===== config.mk =====
export PLATFORM = sky130hd
export DESIGN_NAME = pic_top
export DESIGN_NICKNAME = d
export VERILOG_FILES = /design/src/verilog/pic_pkg.sv /design/src/verilog/pic_top.sv /design/src/verilog/pic_arbiter.sv
export VERILOG_INCLUDE_DIRS = /design/src /design/src/verilog
export SDC_FILE = /design/constraint.sdc
export NUM_CORES = 1
export LEC_CHECK = 0
export BUFFER_PORTS_ARGS = -buffer_cell sky130_fd_sc_hd__buf_2
export CORE_ASPECT_RATIO = 1.1
export CORE_MARGIN = 2
export CORE_UTILIZATION = 25
export DETAILED_ROUTE_END_ITERATION = 7
export GPL_TIMING_DRIVEN = 0
export PLACE_DENSITY = 0.46
export SLEW_MARGIN = 20
export SYNTH_ARGS = -nofsm -noshare
export SYNTH_HDL_FRONTEND = slang
export SYNTH_SLANG_ARGS = --single-unit

===== constraint.sdc =====
create_clock -name clk_i -period 25.3 [get_ports clk_i]
set_clock_uncertainty 0.1 [all_clocks]
set_input_delay 2.53 -clock clk_i [delete_from_list [all_inputs] [get_ports clk_i]]
set_output_delay 2.53 -clock clk_i [all_outputs]
set_load 0.01 [all_outputs]

===== src/verilog/pic_consts.svh =====
// Register indices, field positions, source order and vector addresses
`ifndef PIC_CONSTS_SVH
`define PIC_CONSTS_SVH

`define PIC_IDX_EN_PRI      8'hA8
`define PIC_IDX_EN_EXT      8'h9B
`define PIC_IDX_EN_EXT2     8'h9C
`define PIC_IDX_PLO_PRI     8'hB8
`define PIC_IDX_PHI_PRI     8'hB7
`define PIC_IDX_PLO_EXT     8'hEF
`define PIC_IDX_PHI_EXT     8'hF7
`define PIC_IDX_PLO_EXT2    8'hFE
`define PIC_IDX_PHI_EXT2    8'hFF
`define PIC_IDX_FLAGS       8'h01
`define PIC_IDX_TRIGGER     8'h02
`define PIC_IDX_PIN_MODE    8'h03
`define PIC_IDX_PIN_FLAGS   8'h04
`define PIC_IDX_IN_SERVICE  8'h05
`define PIC_RESET_VAL       8'h00
`define PIC_MASK_PRI        8'h7F
`define PIC_MASK_EXT2       8'h07
`define PIC_MASK_FLAGS      8'h1F
`define PIC_MASK_TRIGGER    8'h03

`define PIC_BIT_EXT0  0
`define PIC_BIT_T0    1
`define PIC_BIT_EXT1  2
`define PIC_BIT_T1    3
`define PIC_BIT_S0    4
`define PIC_BIT_BOD   5
`define PIC_BIT_ADC   6
`define PIC_BIT_EA    7
`define PIC_BIT_I2C   0
`define PIC_BIT_PIN   1
`define PIC_BIT_CAP   2
`define PIC_BIT_PWM   3
`define PIC_BIT_WDT   4
`define PIC_BIT_FB    5
`define PIC_BIT_SPI   6
`define PIC_BIT_T2    7
`define PIC_BIT_S1    0
`define PIC_BIT_T3    1
`define PIC_BIT_WKT   2
`define PIC_FLG_EXT0  0
`define PIC_FLG_EXT1  1
`define PIC_FLG_T0    2
`define PIC_FLG_T1    3
`define PIC_FLG_T3    4

`define PIC_N_SRC     18
`define PIC_SRC_EXT0  5'h00
`define PIC_SRC_BOD   5'h01
`define PIC_SRC_WDT   5'h02
`define PIC_SRC_T0    5'h03
`define PIC_SRC_I2C   5'h04
`define PIC_SRC_ADC   5'h05
`define PIC_SRC_EXT1  5'h06
`define PIC_SRC_PIN   5'h07
`define PIC_SRC_T1    5'h08
`define PIC_SRC_S0    5'h09
`define PIC_SRC_FB    5'h0A
`define PIC_SRC_SPI   5'h0B
`define PIC_SRC_T2    5'h0C
`define PIC_SRC_CAP   5'h0D
`define PIC_SRC_PWM   5'h0E
`define PIC_SRC_S1    5'h0F
`define PIC_SRC_T3    5'h10
`define PIC_SRC_WKT   5'h11
`define PIC_WAKE_MASK 18'h200C7

`define PIC_VEC_EXT0  16'h0003
`define PIC_VEC_T0    16'h000B
`define PIC_VEC_EXT1  16'h0013
`define PIC_VEC_T1    16'h001B
`define PIC_VEC_S0    16'h0023
`define PIC_VEC_T2    16'h002B
`define PIC_VEC_I2C   16'h0033
`define PIC_VEC_PIN   16'h003B
`define PIC_VEC_BOD   16'h0043
`define PIC_VEC_SPI   16'h004B
`define PIC_VEC_WDT   16'h0053
`define PIC_VEC_ADC   16'h005B
`define PIC_VEC_CAP   16'h0063
`define PIC_VEC_PWM   16'h006B
`define PIC_VEC_FB    16'h0073
`define PIC_VEC_S1    16'h007B
`define PIC_VEC_T3    16'h0083
`define PIC_VEC_WKT   16'h008B

`endif


===== src/verilog/pic_pkg.sv =====
// Types shared by the interrupt controller files
`default_nettype none
package pic_pkg;
  typedef logic [4:0] pic_src_t;
  typedef logic [1:0] pic_lvl_t;

  typedef struct packed {
    logic brownout;
    logic watchdog;
    logic two_wire;
    logic converter;
    logic serial0;
    logic fault_brake;
    logic serial_periph;
    logic timer2_event_flag;
    logic capture;
    logic pulse_width;
    logic serial1_tx_done_flag;
    logic serial1_rx_done_flag;
    logic wakeup_timer_flag;
  } pic_periph_flags_t;

  typedef struct packed {
    logic [15:0] vector;
    pic_src_t    src;
    pic_lvl_t    lvl;
  } pic_call_t;
endpackage : pic_pkg
`default_nettype wire


===== src/verilog/pic_top.sv =====
// Prioritized interrupt controller with APB register access
//
// How it works
// - Enable bit 2 of second extended enable gates wake-up timer.
// - Enable bit 1 of second extended enable gates timer 3 overflow.
// - Enable bit 0 gates serial 1; tx-done or rx-done requests.
// - Each source level is high bit and low bit, 0 lowest to 3.
// - Only a strictly higher level preempts the handler in service.
// - Returns unwind nested handlers back down to the main program.
// - Natural order never lets an equal level preempt.
// - Level-0 request vectors only when nothing is in service.
// - Highest level wins; equal levels resolved by natural order.
// - Natural order external 0 first through wake-up timer last.
// - Each source has its fixed vector address.
// - Only six listed sources may wake from power-down.
// - Edge-triggered external flag clears when its routine is vectored.
// - Level-triggered external flag follows inverted pin, no writes.
// - Timer 0, 1, 3 flags clear on vectoring; timer 2 does not.
// - Level pin-interrupt channel flag shows channel state, no writes.
// - Primary low priority register holds seven low level bits.
// - Primary high priority register holds matching high level bits.
// - Cleared global enable blocks vectoring of all sources, not wake-up; flags stay pending.
// - Flags sampled and priority resolved every cycle, nothing latched.
`timescale 1ns/1ps
`default_nettype none
`include "pic_consts.svh"
module pic_top (
  input  wire logic                       clk_i,
  input  wire logic                       rst_b_i,
  input  wire logic                       psel_i,
  input  wire logic                       penable_i,
  input  wire logic                       pwrite_i,
  input  wire logic [11:0]                paddr_i,
  input  wire logic [31:0]                pwdata_i,
  output logic                            pready_o,
  output logic                            pslverr_o,
  output logic [31:0]                     prdata_o,
  input  wire logic [1:0]                 ext_pin_i,
  input  wire logic [2:0]                 timer_ovf_i,
  input  wire logic [7:0]                 pin_edge_i,
  input  wire logic [7:0]                 pin_state_i,
  input  wire pic_pkg::pic_periph_flags_t periph_flags_i,
  input  wire logic                       cpu_poll_ok_i,
  input  wire logic                       return_from_interrupt_i,
  output logic                            call_o,
  output pic_pkg::pic_call_t              call_info_o,
  output logic                            wakeup_o
);
  logic [7:0]  en_pri, en_ext, extra_enable_second;
  logic [7:0]  priority_low_primary, priority_high_primary;
  logic [7:0]  plo_ext, phi_ext, plo_ext2, phi_ext2;
  logic [7:0]  trigger, pin_mode, pin_irq_flags;
  logic [1:0]  ext_s1, ext_s2, ext_s3, ext_flag;
  logic [2:0]  timer_flag;
  logic [3:0]  in_service;
  logic [17:0] flg, en, lo, hi, pend;
  logic [35:0] lvl;
  logic        global_irq_en;
  logic        best_valid, allowed, take;
  logic        wr, rd_setup;
  logic [7:0]  idx;
  logic [7:0]  rd_val;
  logic [3:0]  next_in_service;
  pic_pkg::pic_src_t best_src;
  pic_pkg::pic_lvl_t best_lvl, cur_lvl;

  // Spread three registers of one layout into natural-order source bits
  function automatic logic [17:0] to_src(input logic [7:0] a,
                                         input logic [7:0] b,
                                         input logic [7:0] c);
    logic [17:0] r;
    r = '0;
    r[`PIC_SRC_EXT0] = a[`PIC_BIT_EXT0];
    r[`PIC_SRC_BOD]  = a[`PIC_BIT_BOD];
    r[`PIC_SRC_WDT]  = b[`PIC_BIT_WDT];
    r[`PIC_SRC_T0]   = a[`PIC_BIT_T0];
    r[`PIC_SRC_I2C]  = b[`PIC_BIT_I2C];
    r[`PIC_SRC_ADC]  = a[`PIC_BIT_ADC];
    r[`PIC_SRC_EXT1] = a[`PIC_BIT_EXT1];
    r[`PIC_SRC_PIN]  = b[`PIC_BIT_PIN];
    r[`PIC_SRC_T1]   = a[`PIC_BIT_T1];
    r[`PIC_SRC_S0]   = a[`PIC_BIT_S0];
    r[`PIC_SRC_FB]   = b[`PIC_BIT_FB];
    r[`PIC_SRC_SPI]  = b[`PIC_BIT_SPI];
    r[`PIC_SRC_T2]   = b[`PIC_BIT_T2];
    r[`PIC_SRC_CAP]  = b[`PIC_BIT_CAP];
    r[`PIC_SRC_PWM]  = b[`PIC_BIT_PWM];
    r[`PIC_SRC_S1]   = c[`PIC_BIT_S1];
    r[`PIC_SRC_T3]   = c[`PIC_BIT_T3];
    r[`PIC_SRC_WKT]  = c[`PIC_BIT_WKT];
    return r;
  endfunction : to_src

  function automatic logic [15:0] vec_of(input pic_pkg::pic_src_t s);
    logic [15:0] v;
    v = '0;
    unique case (s)
      `PIC_SRC_EXT0: v = `PIC_VEC_EXT0;
      `PIC_SRC_BOD:  v = `PIC_VEC_BOD;
      `PIC_SRC_WDT:  v = `PIC_VEC_WDT;
      `PIC_SRC_T0:   v = `PIC_VEC_T0;
      `PIC_SRC_I2C:  v = `PIC_VEC_I2C;
      `PIC_SRC_ADC:  v = `PIC_VEC_ADC;
      `PIC_SRC_EXT1: v = `PIC_VEC_EXT1;
      `PIC_SRC_PIN:  v = `PIC_VEC_PIN;
      `PIC_SRC_T1:   v = `PIC_VEC_T1;
      `PIC_SRC_S0:   v = `PIC_VEC_S0;
      `PIC_SRC_FB:   v = `PIC_VEC_FB;
      `PIC_SRC_SPI:  v = `PIC_VEC_SPI;
      `PIC_SRC_T2:   v = `PIC_VEC_T2;
      `PIC_SRC_CAP:  v = `PIC_VEC_CAP;
      `PIC_SRC_PWM:  v = `PIC_VEC_PWM;
      `PIC_SRC_S1:   v = `PIC_VEC_S1;
      `PIC_SRC_T3:   v = `PIC_VEC_T3;
      `PIC_SRC_WKT:  v = `PIC_VEC_WKT;
      default:       v = '0;
    endcase
    return v;
  endfunction : vec_of

  function automatic logic is_mapped(input logic [7:0] i);
    return i inside {`PIC_IDX_EN_PRI, `PIC_IDX_EN_EXT, `PIC_IDX_EN_EXT2,
                     `PIC_IDX_PLO_PRI, `PIC_IDX_PHI_PRI, `PIC_IDX_PLO_EXT,
                     `PIC_IDX_PHI_EXT, `PIC_IDX_PLO_EXT2,
                     `PIC_IDX_PHI_EXT2, `PIC_IDX_FLAGS, `PIC_IDX_TRIGGER,
                     `PIC_IDX_PIN_MODE, `PIC_IDX_PIN_FLAGS,
                     `PIC_IDX_IN_SERVICE};
  endfunction : is_mapped

  // APB slave: zero wait states, error on an unmapped or high address
  assign idx       = paddr_i[9:2];
  assign pready_o  = 1'b1;
  assign pslverr_o = psel_i & penable_i &
                     ((paddr_i[11:10] != 2'b00) | ~is_mapped(idx));
  assign wr        = psel_i & penable_i & pwrite_i & ~pslverr_o;
  assign rd_setup  = psel_i & ~penable_i & ~pwrite_i;

  always_ff @(posedge clk_i) begin
    if (!rst_b_i) begin
      en_pri                <= `PIC_RESET_VAL;
      en_ext                <= `PIC_RESET_VAL;
      extra_enable_second   <= `PIC_RESET_VAL;
      priority_low_primary  <= `PIC_RESET_VAL;
      priority_high_primary <= `PIC_RESET_VAL;
      plo_ext               <= `PIC_RESET_VAL;
      phi_ext               <= `PIC_RESET_VAL;
      plo_ext2              <= `PIC_RESET_VAL;
      phi_ext2              <= `PIC_RESET_VAL;
      trigger               <= `PIC_RESET_VAL;
      pin_mode              <= `PIC_RESET_VAL;
    end else if (wr) begin
      unique case (idx)
        `PIC_IDX_EN_PRI:   en_pri <= pwdata_i[7:0];
        `PIC_IDX_EN_EXT:   en_ext <= pwdata_i[7:0];
        `PIC_IDX_EN_EXT2:  extra_enable_second <= pwdata_i[7:0] &
                                                  `PIC_MASK_EXT2;
        `PIC_IDX_PLO_PRI:  priority_low_primary <= pwdata_i[7:0] &
                                                   `PIC_MASK_PRI;
        `PIC_IDX_PHI_PRI:  priority_high_primary <= pwdata_i[7:0] &
                                                    `PIC_MASK_PRI;
        `PIC_IDX_PLO_EXT:  plo_ext <= pwdata_i[7:0];
        `PIC_IDX_PHI_EXT:  phi_ext <= pwdata_i[7:0];
        `PIC_IDX_PLO_EXT2: plo_ext2 <= pwdata_i[7:0] & `PIC_MASK_EXT2;
        `PIC_IDX_PHI_EXT2: phi_ext2 <= pwdata_i[7:0] & `PIC_MASK_EXT2;
        `PIC_IDX_TRIGGER:  trigger <= pwdata_i[7:0] & `PIC_MASK_TRIGGER;
        `PIC_IDX_PIN_MODE: pin_mode <= pwdata_i[7:0];
        default: ;
      endcase
    end
  end

  always_comb begin
    unique case (idx)
      `PIC_IDX_EN_PRI:     rd_val = en_pri;
      `PIC_IDX_EN_EXT:     rd_val = en_ext;
      `PIC_IDX_EN_EXT2:    rd_val = extra_enable_second;
      `PIC_IDX_PLO_PRI:    rd_val = priority_low_primary;
      `PIC_IDX_PHI_PRI:    rd_val = priority_high_primary;
      `PIC_IDX_PLO_EXT:    rd_val = plo_ext;
      `PIC_IDX_PHI_EXT:    rd_val = phi_ext;
      `PIC_IDX_PLO_EXT2:   rd_val = plo_ext2;
      `PIC_IDX_PHI_EXT2:   rd_val = phi_ext2;
      `PIC_IDX_FLAGS:      rd_val = {3'h0, timer_flag, ext_flag};
      `PIC_IDX_TRIGGER:    rd_val = trigger;
      `PIC_IDX_PIN_MODE:   rd_val = pin_mode;
      `PIC_IDX_PIN_FLAGS:  rd_val = pin_irq_flags;
      `PIC_IDX_IN_SERVICE: rd_val = {4'h0, in_service};
      default:             rd_val = 8'h00;
    endcase
  end

  // Read data is caught in the setup cycle and stands through the access
  always_ff @(posedge clk_i) begin
    if (!rst_b_i) begin
      prdata_o <= 32'h0000_0000;
    end else if (rd_setup) begin
      prdata_o <= {24'h00_0000, rd_val};
    end
  end

  // External pins: two flops before use, a third only for edge compare
  always_ff @(posedge clk_i) begin
    if (!rst_b_i) begin
      ext_s1 <= 2'h3;
      ext_s2 <= 2'h3;
      ext_s3 <= 2'h3;
    end else begin
      ext_s1 <= ext_pin_i;
      ext_s2 <= ext_s1;
      ext_s3 <= ext_s2;
    end
  end

  for (genvar g = 0; g < 2; g++) begin : g_ext
    localparam pic_pkg::pic_src_t SRC = (g == 0) ? `PIC_SRC_EXT0
                                                 : `PIC_SRC_EXT1;
    localparam int FB = (g == 0) ? `PIC_FLG_EXT0 : `PIC_FLG_EXT1;
    always_ff @(posedge clk_i) begin
      if (!rst_b_i) begin
        ext_flag[g] <= 1'b0;
      end else if (!trigger[g]) begin
        ext_flag[g] <= ~ext_s2[g];
      end else if (ext_s3[g] & ~ext_s2[g]) begin
        ext_flag[g] <= 1'b1;
      end else if (take && best_src == SRC) begin
        ext_flag[g] <= 1'b0;
      end else if (wr && idx == `PIC_IDX_FLAGS) begin
        ext_flag[g] <= pwdata_i[FB];
      end
    end
  end

  // Timer 0, 1 and 3 flags; timer 2 stays with its own peripheral
  for (genvar g = 0; g < 3; g++) begin : g_tmr
    localparam pic_pkg::pic_src_t SRC = (g == 0) ? `PIC_SRC_T0 :
                                        (g == 1) ? `PIC_SRC_T1 : `PIC_SRC_T3;
    localparam int FB = (g == 0) ? `PIC_FLG_T0 :
                        (g == 1) ? `PIC_FLG_T1 : `PIC_FLG_T3;
    always_ff @(posedge clk_i) begin
      if (!rst_b_i) begin
        timer_flag[g] <= 1'b0;
      end else if (timer_ovf_i[g]) begin
        timer_flag[g] <= 1'b1;
      end else if (take && best_src == SRC) begin
        timer_flag[g] <= 1'b0;
      end else if (wr && idx == `PIC_IDX_FLAGS) begin
        timer_flag[g] <= pwdata_i[FB];
      end
    end
  end

  // Level channels mirror state; edge channels set wins over a write
  always_ff @(posedge clk_i) begin
    if (!rst_b_i) begin
      pin_irq_flags <= `PIC_RESET_VAL;
    end else begin
      pin_irq_flags <= (pin_mode & pin_state_i) |
                       (~pin_mode & (pin_edge_i |
                        ((wr && idx == `PIC_IDX_PIN_FLAGS) ?
                         pwdata_i[7:0] : pin_irq_flags)));
    end
  end

  always_comb begin
    flg = '0;
    flg[`PIC_SRC_EXT0] = ext_flag[0];
    flg[`PIC_SRC_BOD]  = periph_flags_i.brownout;
    flg[`PIC_SRC_WDT]  = periph_flags_i.watchdog;
    flg[`PIC_SRC_T0]   = timer_flag[0];
    flg[`PIC_SRC_I2C]  = periph_flags_i.two_wire;
    flg[`PIC_SRC_ADC]  = periph_flags_i.converter;
    flg[`PIC_SRC_EXT1] = ext_flag[1];
    flg[`PIC_SRC_PIN]  = |pin_irq_flags;
    flg[`PIC_SRC_T1]   = timer_flag[1];
    flg[`PIC_SRC_S0]   = periph_flags_i.serial0;
    flg[`PIC_SRC_FB]   = periph_flags_i.fault_brake;
    flg[`PIC_SRC_SPI]  = periph_flags_i.serial_periph;
    flg[`PIC_SRC_T2]   = periph_flags_i.timer2_event_flag;
    flg[`PIC_SRC_CAP]  = periph_flags_i.capture;
    flg[`PIC_SRC_PWM]  = periph_flags_i.pulse_width;
    flg[`PIC_SRC_S1]   = periph_flags_i.serial1_tx_done_flag |
                         periph_flags_i.serial1_rx_done_flag;
    flg[`PIC_SRC_T3]   = timer_flag[2];
    flg[`PIC_SRC_WKT]  = periph_flags_i.wakeup_timer_flag;
  end

  // Requests are recomputed every cycle from live flags, never latched
  assign global_irq_en = en_pri[`PIC_BIT_EA];
  assign en   = to_src(en_pri, en_ext, extra_enable_second);
  assign lo   = to_src(priority_low_primary, plo_ext, plo_ext2);
  assign hi   = to_src(priority_high_primary, phi_ext, phi_ext2);
  assign pend = flg & en & {18{global_irq_en}};
  for (genvar s = 0; s < `PIC_N_SRC; s++) begin : g_lvl
    assign lvl[2*s +: 2] = {hi[s], lo[s]};
  end

  pic_arbiter #(
    .N_SRC (`PIC_N_SRC)
  ) u_arbiter (
    .pend_i  (pend),
    .lvl_i   (lvl),
    .valid_o (best_valid),
    .src_o   (best_src),
    .lvl_o   (best_lvl)
  );

  // Wake needs only the individual enable: the core is stopped anyway
  assign wakeup_o = |(flg & en & `PIC_WAKE_MASK);

  always_comb begin
    cur_lvl = '0;
    for (int l = 0; l < 4; l++) begin
      if (in_service[l]) begin
        cur_lvl = pic_pkg::pic_lvl_t'(l);
      end
    end
  end

  // Strictly higher than the highest marker, or nothing in service
  assign allowed = best_valid &&
                   (in_service == 4'h0 || best_lvl > cur_lvl);
  assign take    = allowed & cpu_poll_ok_i;

  always_comb begin
    next_in_service = in_service;
    if (return_from_interrupt_i) begin
      next_in_service[cur_lvl] = 1'b0;
    end
    if (take) begin
      next_in_service[best_lvl] = 1'b1;
    end
  end

  always_ff @(posedge clk_i) begin
    if (!rst_b_i) begin
      in_service <= 4'h0;
    end else begin
      in_service <= next_in_service;
    end
  end

  always_ff @(posedge clk_i) begin
    if (!rst_b_i) begin
      call_o      <= 1'b0;
      call_info_o <= '0;
    end else begin
      call_o <= take;
      if (take) begin
        call_info_o <= '{vector: vec_of(best_src), src: best_src,
                         lvl: best_lvl};
      end
    end
  end
endmodule : pic_top
`default_nettype wire


===== src/verilog/pic_arbiter.sv =====
// Picks the pending source with the highest level, ties by natural order
`timescale 1ns/1ps
`default_nettype none
module pic_arbiter #(
  parameter int N_SRC = 18
) (
  input  wire logic [N_SRC-1:0]   pend_i,
  input  wire logic [2*N_SRC-1:0] lvl_i,
  output logic                    valid_o,
  output pic_pkg::pic_src_t       src_o,
  output pic_pkg::pic_lvl_t       lvl_o
);
  // Source numbers travel as five bits, so more than 32 cannot be named
  if (N_SRC < 1 || N_SRC > 32) begin : g_bad_n_src
    $error("pic_arbiter: N_SRC must lie in 1..32");
  end

  // Walk from the highest index down to index 0; >= lets the earlier index win
  always_comb begin
    valid_o = 1'b0;
    src_o   = '0;
    lvl_o   = '0;
    for (int i = N_SRC - 1; i >= 0; i--) begin
      if (pend_i[i] && (!valid_o || lvl_i[2*i +: 2] >= lvl_o)) begin
        valid_o = 1'b1;
        src_o   = pic_pkg::pic_src_t'(i);
        lvl_o   = lvl_i[2*i +: 2];
      end
    end
  end
endmodule : pic_arbiter
`default_nettype wire


# Yosys cells after proc, flatten, opt, wreduce, memory -nomap -nowiden
# Memories as Yosys holds them, arrays and structs flattened. A register that Yosys moved wholly into a read port is not among the register bits.
# Cells that the tools add are included.
[totals]
reg_bits = 120
rom_bits = 224
out_inout_bits = 59
wordCells = 261
n_memories = 1
[op_classes]
order_cmp = 22
n_eq_ne = 20
n_mux = 82
bitwise_logic = 27
reduce_logical = 83
[mem_list]
columns = ["name", "words", "width", "rd", "rd_clocked_by_memory_dff", "wr", "line", "source"]
rows = [
  ["(no name shown)", 32, 7, 1, 1, 0, "pic_top.sv:97", "unique case (s)"],
]
[op_table]
columns = ["operator", "n"]
rows = [
  ["$pmux 8 s14", 1],
  ["$mux 5", 18],
  ["$eq 8x8->1 const B", 9],
  ["$mux 2", 20],
  ["$mux 1", 38],
  ["$and 18x18->18", 2],
  ["$ge 2x2->1", 17],
  ["$logic_and 1x1->1", 27],
  ["$reduce_and 2->1", 11],
  ["$logic_not 1->1", 18],
  ["$logic_or 1x1->1", 18],
  ["$and 8x8->8", 2],
  ["$eq 8x2->1 const B", 2],
  ["$eq 8x3->1 const B", 2],
  ["$or 8x8->8", 2],
  ["$reduce_bool 14->1", 1],
  ["$and 1x1->1", 9],
  ["$reduce_bool 3->1", 3],
  ["$eq 8x1->1 const B", 1],
  ["$mux 4", 2],
  ["$mux 8", 1],
  ["$ne 4x1->1 const B", 2],
  ["$not 8->8", 1],
  ["$reduce_or 8->1", 1],
  ["other kinds (17)", 26],
]

# Longest topological paths before layout
[logic_depth]
word_depth = 80
ltp_mapped = 121
ltp_nobuf = 119

# Cells and area by module
# A second synthesis with hierarchy kept.
[unflattened]
cells_unflattened = 973
area_unflattened_um2 = 7587.3
[by_module_without_submodules]
columns = ["module", "instances", "cells_per_inst", "area_per_inst_um2"]
rows = [
  ["pic_top", 1, 710, 5769.3],
  ["pic_arbiter", 1, 263, 1818.0],
]

# Worst setup path before layout
# OpenSTA, ideal clock, no wires.
[synth_path]
path_type = "input-to-reg"
from = "input port periph_flags_i[0] in the netlist's numbering"
to = "register, netlist name call_info_o[10]"
setup_time_ns = 0.115
t_arrival_ns = 22.901
required_ns = 25.085
path_slack_ns = 2.184
cell_stages = 113
n_path_buf = 2
cell_sequence = "nand4_1 > ha_1 > o211a_1 > o21a_1 > o22ai_1 > ha_1 > nand2b_1 > a211o_1 > and4_1 > a21o_1 > ha_1 > nand2b_1 > a221oi_1 > nor3_1 > a211o_1 > a21boi_0 > ha_1 > nand2b_1 > [77 not listed] > a21oi_1 > a21boi_1 > inv_1 > nand2_1 > o21ai_0 > ha_1 > nand2b_1 > a21o_1 > o21ai_0 > mux2_2 > ha_1 > nor2b_1 > o21ai_0 > o41ai_1 > o311a_1 > clkbuf_1 > a31oi_1 > and3_1"
[synth_between]
elab_chain_cells = 75
word_cells_on_any_way = 128
[synth_lines]
columns = ["item", "line", "source"]
rows = [
  ["start, declared", "pic_top.sv:42", "input wire pic_pkg::pic_periph_flags_t periph_flags_i,"],
  ["$and 18x18->18 (*) (2 in a row)", "pic_top.sv:292", "assign pend = flg & en & {18{global_irq_en}};"],
  ["$mux 2 / $mux 1 (equally long branches)", "pic_arbiter.sv:24", "if (pend_i[i] && (!valid_o || lvl_i[2*i +: 2] >= lvl_o)) begin"],
  ["$ge 2x2->1 / $logic_not 1->1 (equally long branches)", "pic_arbiter.sv:24", ""],
  ["$logic_or 1x1->1", "pic_arbiter.sv:24", ""],
  ["$logic_and 1x1->1", "pic_arbiter.sv:24", ""],
  ["$mux 2 / $mux 1 (equally long branches)", "pic_arbiter.sv:24", ""],
  ["$ge 2x2->1 / $logic_not 1->1 (equally long branches)", "pic_arbiter.sv:24", ""],
  ["$logic_or 1x1->1", "pic_arbiter.sv:24", ""],
  ["[59 not listed]", "--", ""],
  ["$logic_or 1x1->1", "pic_arbiter.sv:24", ""],
  ["$logic_and 1x1->1", "pic_arbiter.sv:24", ""],
  ["$mux 2 (*)", "pic_arbiter.sv:24", ""],
  ["named net best_lvl[1]", "pic_top.sv:65", "pic_pkg::pic_lvl_t best_lvl, cur_lvl;"],
  ["$gt 2x2->1 (*)", "pic_top.sv:321", "(in_service == 4'h0 || best_lvl > cur_lvl);"],
  ["$logic_or 1x1->1 (*)", "pic_top.sv:321", ""],
  ["$logic_and 1x1->1 (*)", "pic_top.sv:320", "assign allowed = best_valid &&"],
  ["$and 1x1->1 (*)", "pic_top.sv:322", "assign take = allowed & cpu_poll_ok_i;"],
]
# Mark *: on every way through the listed nets, which the timed path passes. The rest lies on a longest branch.
# A chain may end at the register's enable or synchronous reset.

# Worst setup path after layout
[layout_path]
from = "input port periph_flags_i[0] in the netlist's numbering"
to = "register ext_flag[1]"
[layout_between]
elab_chain_cells = 79
word_cells_on_any_way = 134
[layout_lines]
columns = ["item", "line", "source"]
rows = [
  ["$and 18x18->18 (*) (2 in a row)", "pic_top.sv:292", ""],
  ["$mux 2 / $mux 1 (equally long branches)", "pic_arbiter.sv:24", ""],
  ["$ge 2x2->1 / $logic_not 1->1 (equally long branches)", "pic_arbiter.sv:24", ""],
  ["$logic_or 1x1->1", "pic_arbiter.sv:24", ""],
  ["$logic_and 1x1->1", "pic_arbiter.sv:24", ""],
  ["$mux 2 / $mux 1 (equally long branches)", "pic_arbiter.sv:24", ""],
  ["$ge 2x2->1 / $logic_not 1->1 (equally long branches)", "pic_arbiter.sv:24", ""],
  ["$logic_or 1x1->1", "pic_arbiter.sv:24", ""],
  ["[62 not listed]", "--", ""],
  ["named net best_lvl[1]", "pic_top.sv:65", ""],
  ["$gt 2x2->1 (*)", "pic_top.sv:321", ""],
  ["$logic_or 1x1->1 (*)", "pic_top.sv:321", ""],
  ["$logic_and 1x1->1 (*)", "pic_top.sv:320", ""],
  ["$and 1x1->1 (*)", "pic_top.sv:322", ""],
  ["$logic_and 1x1->1 (*)", "pic_top.sv:225", "end else if (take && best_src == SRC) begin"],
  ["$mux 1", "pic_top.sv:225", ""],
  ["$mux 1", "pic_top.sv:223", "end else if (ext_s3[g] & ~ext_s2[g]) begin"],
  ["$mux 1", "pic_top.sv:221", "end else if (!trigger[g]) begin"],
  ["end signal, assigned by index", "pic_top.sv:222", "ext_flag[g] <= ~ext_s2[g];"],
  ["end signal, assigned by index", "pic_top.sv:228", "ext_flag[g] <= pwdata_i[FB];"],
  ["end, declared", "pic_top.sv:53", "logic [1:0] ext_s1, ext_s2, ext_s3, ext_flag;"],
]
# Marks and branches as above.

==> summary.txt <==
Outcome
  • Run status: finished, final reports clean

Logic synthesis
  • Synth async-reset ratio: 0%
  • Synth area leaders: dfxtp_1, mux2i_1, nor2_1, ha_1, buf_4
  • EDFF count, synth: 0
  • Unique masters post-synth: 87
  • Number of synthesized register bits: 110
  • Area fraction of the dominant cell type after synthesis: 29.70%
  • Synth warnings: 0
  • Synth area leader: dfxtp_1
  • Post-synthesis cell area: ~7400 um2
  • Most frequent cells after synthesis: nor2_1, dfxtp_1, mux2i_1, nand2_1, inv_1
  • Mean area per synthesized cell: 8.219 um2
  • Ys flop type: dfxtp_1
  • Most frequent cell after synthesis: nor2_1
  • Post-Syn Instances: 902
  • Register area share after synthesis: 29.70%

Floorplan
  • DIE AREA: 31,050 um2
  • Core Area: around 30,000 um2
  • Initial Util: 25.22%
  • Die X: 168.2 um
  • Standard-cell row count: 66
  • DIE HEIGHT: around 180 um
  • # IOs: roughly 140

Timing
  • Fmax: 0.04153 GHz
  • Final worst path period need: about 24 ns
  • Setup violations, final: 0
  • Final-report hold violation count: 0
  • Worst-Margin Slew: approximately 0.97 ns
  • Worst slew margin: approximately a third
  • Final Max Tran Viols: 0
  • Ratio of final minimum period to clock period: ~95%

Layout
  • Layout area overhead: 23.54%
  • Final Cell Area: 9159 um2
  • Layout cells sized above 1: 21.83%
  • Fillers: 3,199
  • Register area: approximately 2200 um2
  • Fin cells: 1,423
  • Antenna cells: 0
  • Multi-input gate area: 5014 um2
  • Nets@finish: roughly 1,200

Global routing
  • Total track usage: a little under a fifth
  • Largest net degree at the start of global routing: 20
  • First-pass GRT wire length: between 40,000 and 50,000 um
  • Global route overflow: 0
  • Number of global-route vias before repair: a little under 7,000
  • Initial antenna violation count: 0

Placed design
  • RePlAce Congestion: 0.8441
  • Placed Cells: 1,389
  • Dpl hpwl: 22,170 um
  • Placed inst area: 8454 um2
  • IO Port Bufs: 77

Drt
  • Vias per inst: 5.115
  • Post-Route WL: 28,580 um
  • Post-DRT Antenna Nets: 0
  • Drt drc: 0
  • DRT Pass-1 Iters: 6
  • Initial DRC Count: 508
  • Routed vias: approximately 7,300
  • Drt wl/cell: 20.08 um

Critical path
  • Worst-case reg-to-reg path depth: 113
  • Buf/Inv on CP: 6
  • CP dominant cell by count: ha_1
  • Slowest CP cell: nor3_1
  • Endpoint class of the critical path: flip-flop
  • FF-to-FF End: ext_flag[1]
  • Worst r2r src: en_pri[7]
  • Crit path largest cell delay: approximately 0.78 ns
  • Startpoint types: primary input
  • R2r setup slk: 2.47 ns
  • Crit Path Class: primary input to flip-flop
  • Worst path top cell family by delay: compound AO/OA/AOI/OAI gates
  • CP arrival: 24.22 ns
  • Critical path peak fanout: 6
  • CP Data Required Time: 25.45 ns

Power
  • P per Cell Area: 40.60 nW/um2
  • Leakage: 0.003759 uW
  • Max IR drop VDD: 27.82 uV

Hold path
  • Min-delay src: ext_s1[1]
  • Hold Path Stages: 1
  • Worst hold path class: flip-flop to flip-flop
  • Hold endpoint: ext_s2[1]

CTS
  • CTS Buf Count: 9
  • Clock Latency Late Sink: about 0.36 ns
  • # H-tree levels: 3
  • CTS Hold Bufs: 0
  • CTS Sinks: 110
  • CTS tree: built
  • Root buffer cell: clkbuf_16
  • Clock Pin Slew Worst Setup and Hold Paths: 0.08 ns
  • Max clock buf depth: 2

Run
  • Max-cap violations: 0
## logic make-up (layout without fill, tap and decap cells)
| family | after synthesis | in the layout | share of synthesized area [%] |
|---|---|---|---|
| compound gates | 226 | 226 | 22.92 |
| fa+ha+maj | 31 | 31 | 5.232 |
| buf+inv | 118 | 233 | 7.848 |
| flops | 110 | 110 | 29.70 |
| mux | 79 | 79 | 11.17 |
| other cells | 2 | 34 | 0.1013 |
| simple gates | 336 | 336 | 23.02 |
## layer usage
layer | wire [um] | GRT usage (%) | vias to the layer above
met3 | 1372 | 1.696 | 37
met1 | 13170 | 24.51 | 3456
met4 | 740 | 6.000 | 0
met2 | 13290 | 30.78 | 239
li1 | - | - | 3547
met5 | 0 | 0 | -
## worst max path at each step
stage                      startpoint               to  cells past startpoint
finish              periph_flags_i[0]      ext_flag[1]                    112
global placement    periph_flags_i[0]  call_info_o[10]                    116
detailed placement  periph_flags_i[0]  call_info_o[10]                    114
CTS                 periph_flags_i[0]  call_info_o[10]                    115
global route        periph_flags_i[0]      ext_flag[1]                    118
floorplan           periph_flags_i[0]  call_info_o[10]                    113
## cell usage in the layout (no fill, tap or decap), drive strengths merged, types with 34 or more instances in the layout
cell type  instances
conb              34
nor2             120
nand2             57
nand2b            34
buf              142
mux2i             71
dfxtp            110
inv               48
a21oi             39
clkbuf            40
o21ai             36
## worst register-to-register path, delay by kind of cell (launching register included)
kind	cells	cell delay (ns)
fa+ha+maj	18	4.81
flops	1	0.47
mux	5	1.73
compound gates	45	7.81
simple gates	38	6.55
buf+inv	7	1.25
## timing repair
action,in CTS,in global routing
buffers inserted,1,17
pin swaps,2,16
gates cloned,0,0
resized for setup,14,41
setup endpoints to repair,23,23
## sequential cells by signal, summed over array words and instances, names as in the netlist, 3 cells and up
signal and cells:
call_info_o 13, en_pri 8, in_service 4, plo_ext 8
prdata_o 8, en_ext 8, plo_ext2 3, priority_high_primary 7
pin_mode 8, phi_ext2 3, flg 3, pin_irq_flags 8
extra_enable_second 3, phi_ext 8, priority_low_primary 7
## area by class of cell
type                    count  area share [%]
plain buffers              73           4.604
clock buffers              10           2.609
clock inverters             6           1.093
inverters                  45           1.844
multi-input cells         706           54.74
flip-flops and latches    110           24.04
well taps                 374           5.109
repair buffers             99           5.956
## power by group
group,internal [uW],total [uW],switching (uW)
Clock,91.7,165,73.1
Sequential,175,178,2.99
Combinational,10.9,28.8,18.0
## through the flow
stage	total power (uW)	util [%]	TNS [ns]	hold slack (ns)	setup WS, ns
after floorplan	196.4	-	0	0.2863	2.184
final	371.9	31.15	0	0.3110	1.224
after global placement	210.3	28.53	-19.05	0.2895	-1.042
after global routing	384.0	31.15	-0.9048	0.3456	-0.1318
after CTS	373.6	30.13	0	0.3111	0.01851
after detailed placement	210.6	28.76	-20.77	0.2931	-1.097
Power figures use the tool's default switching activity.
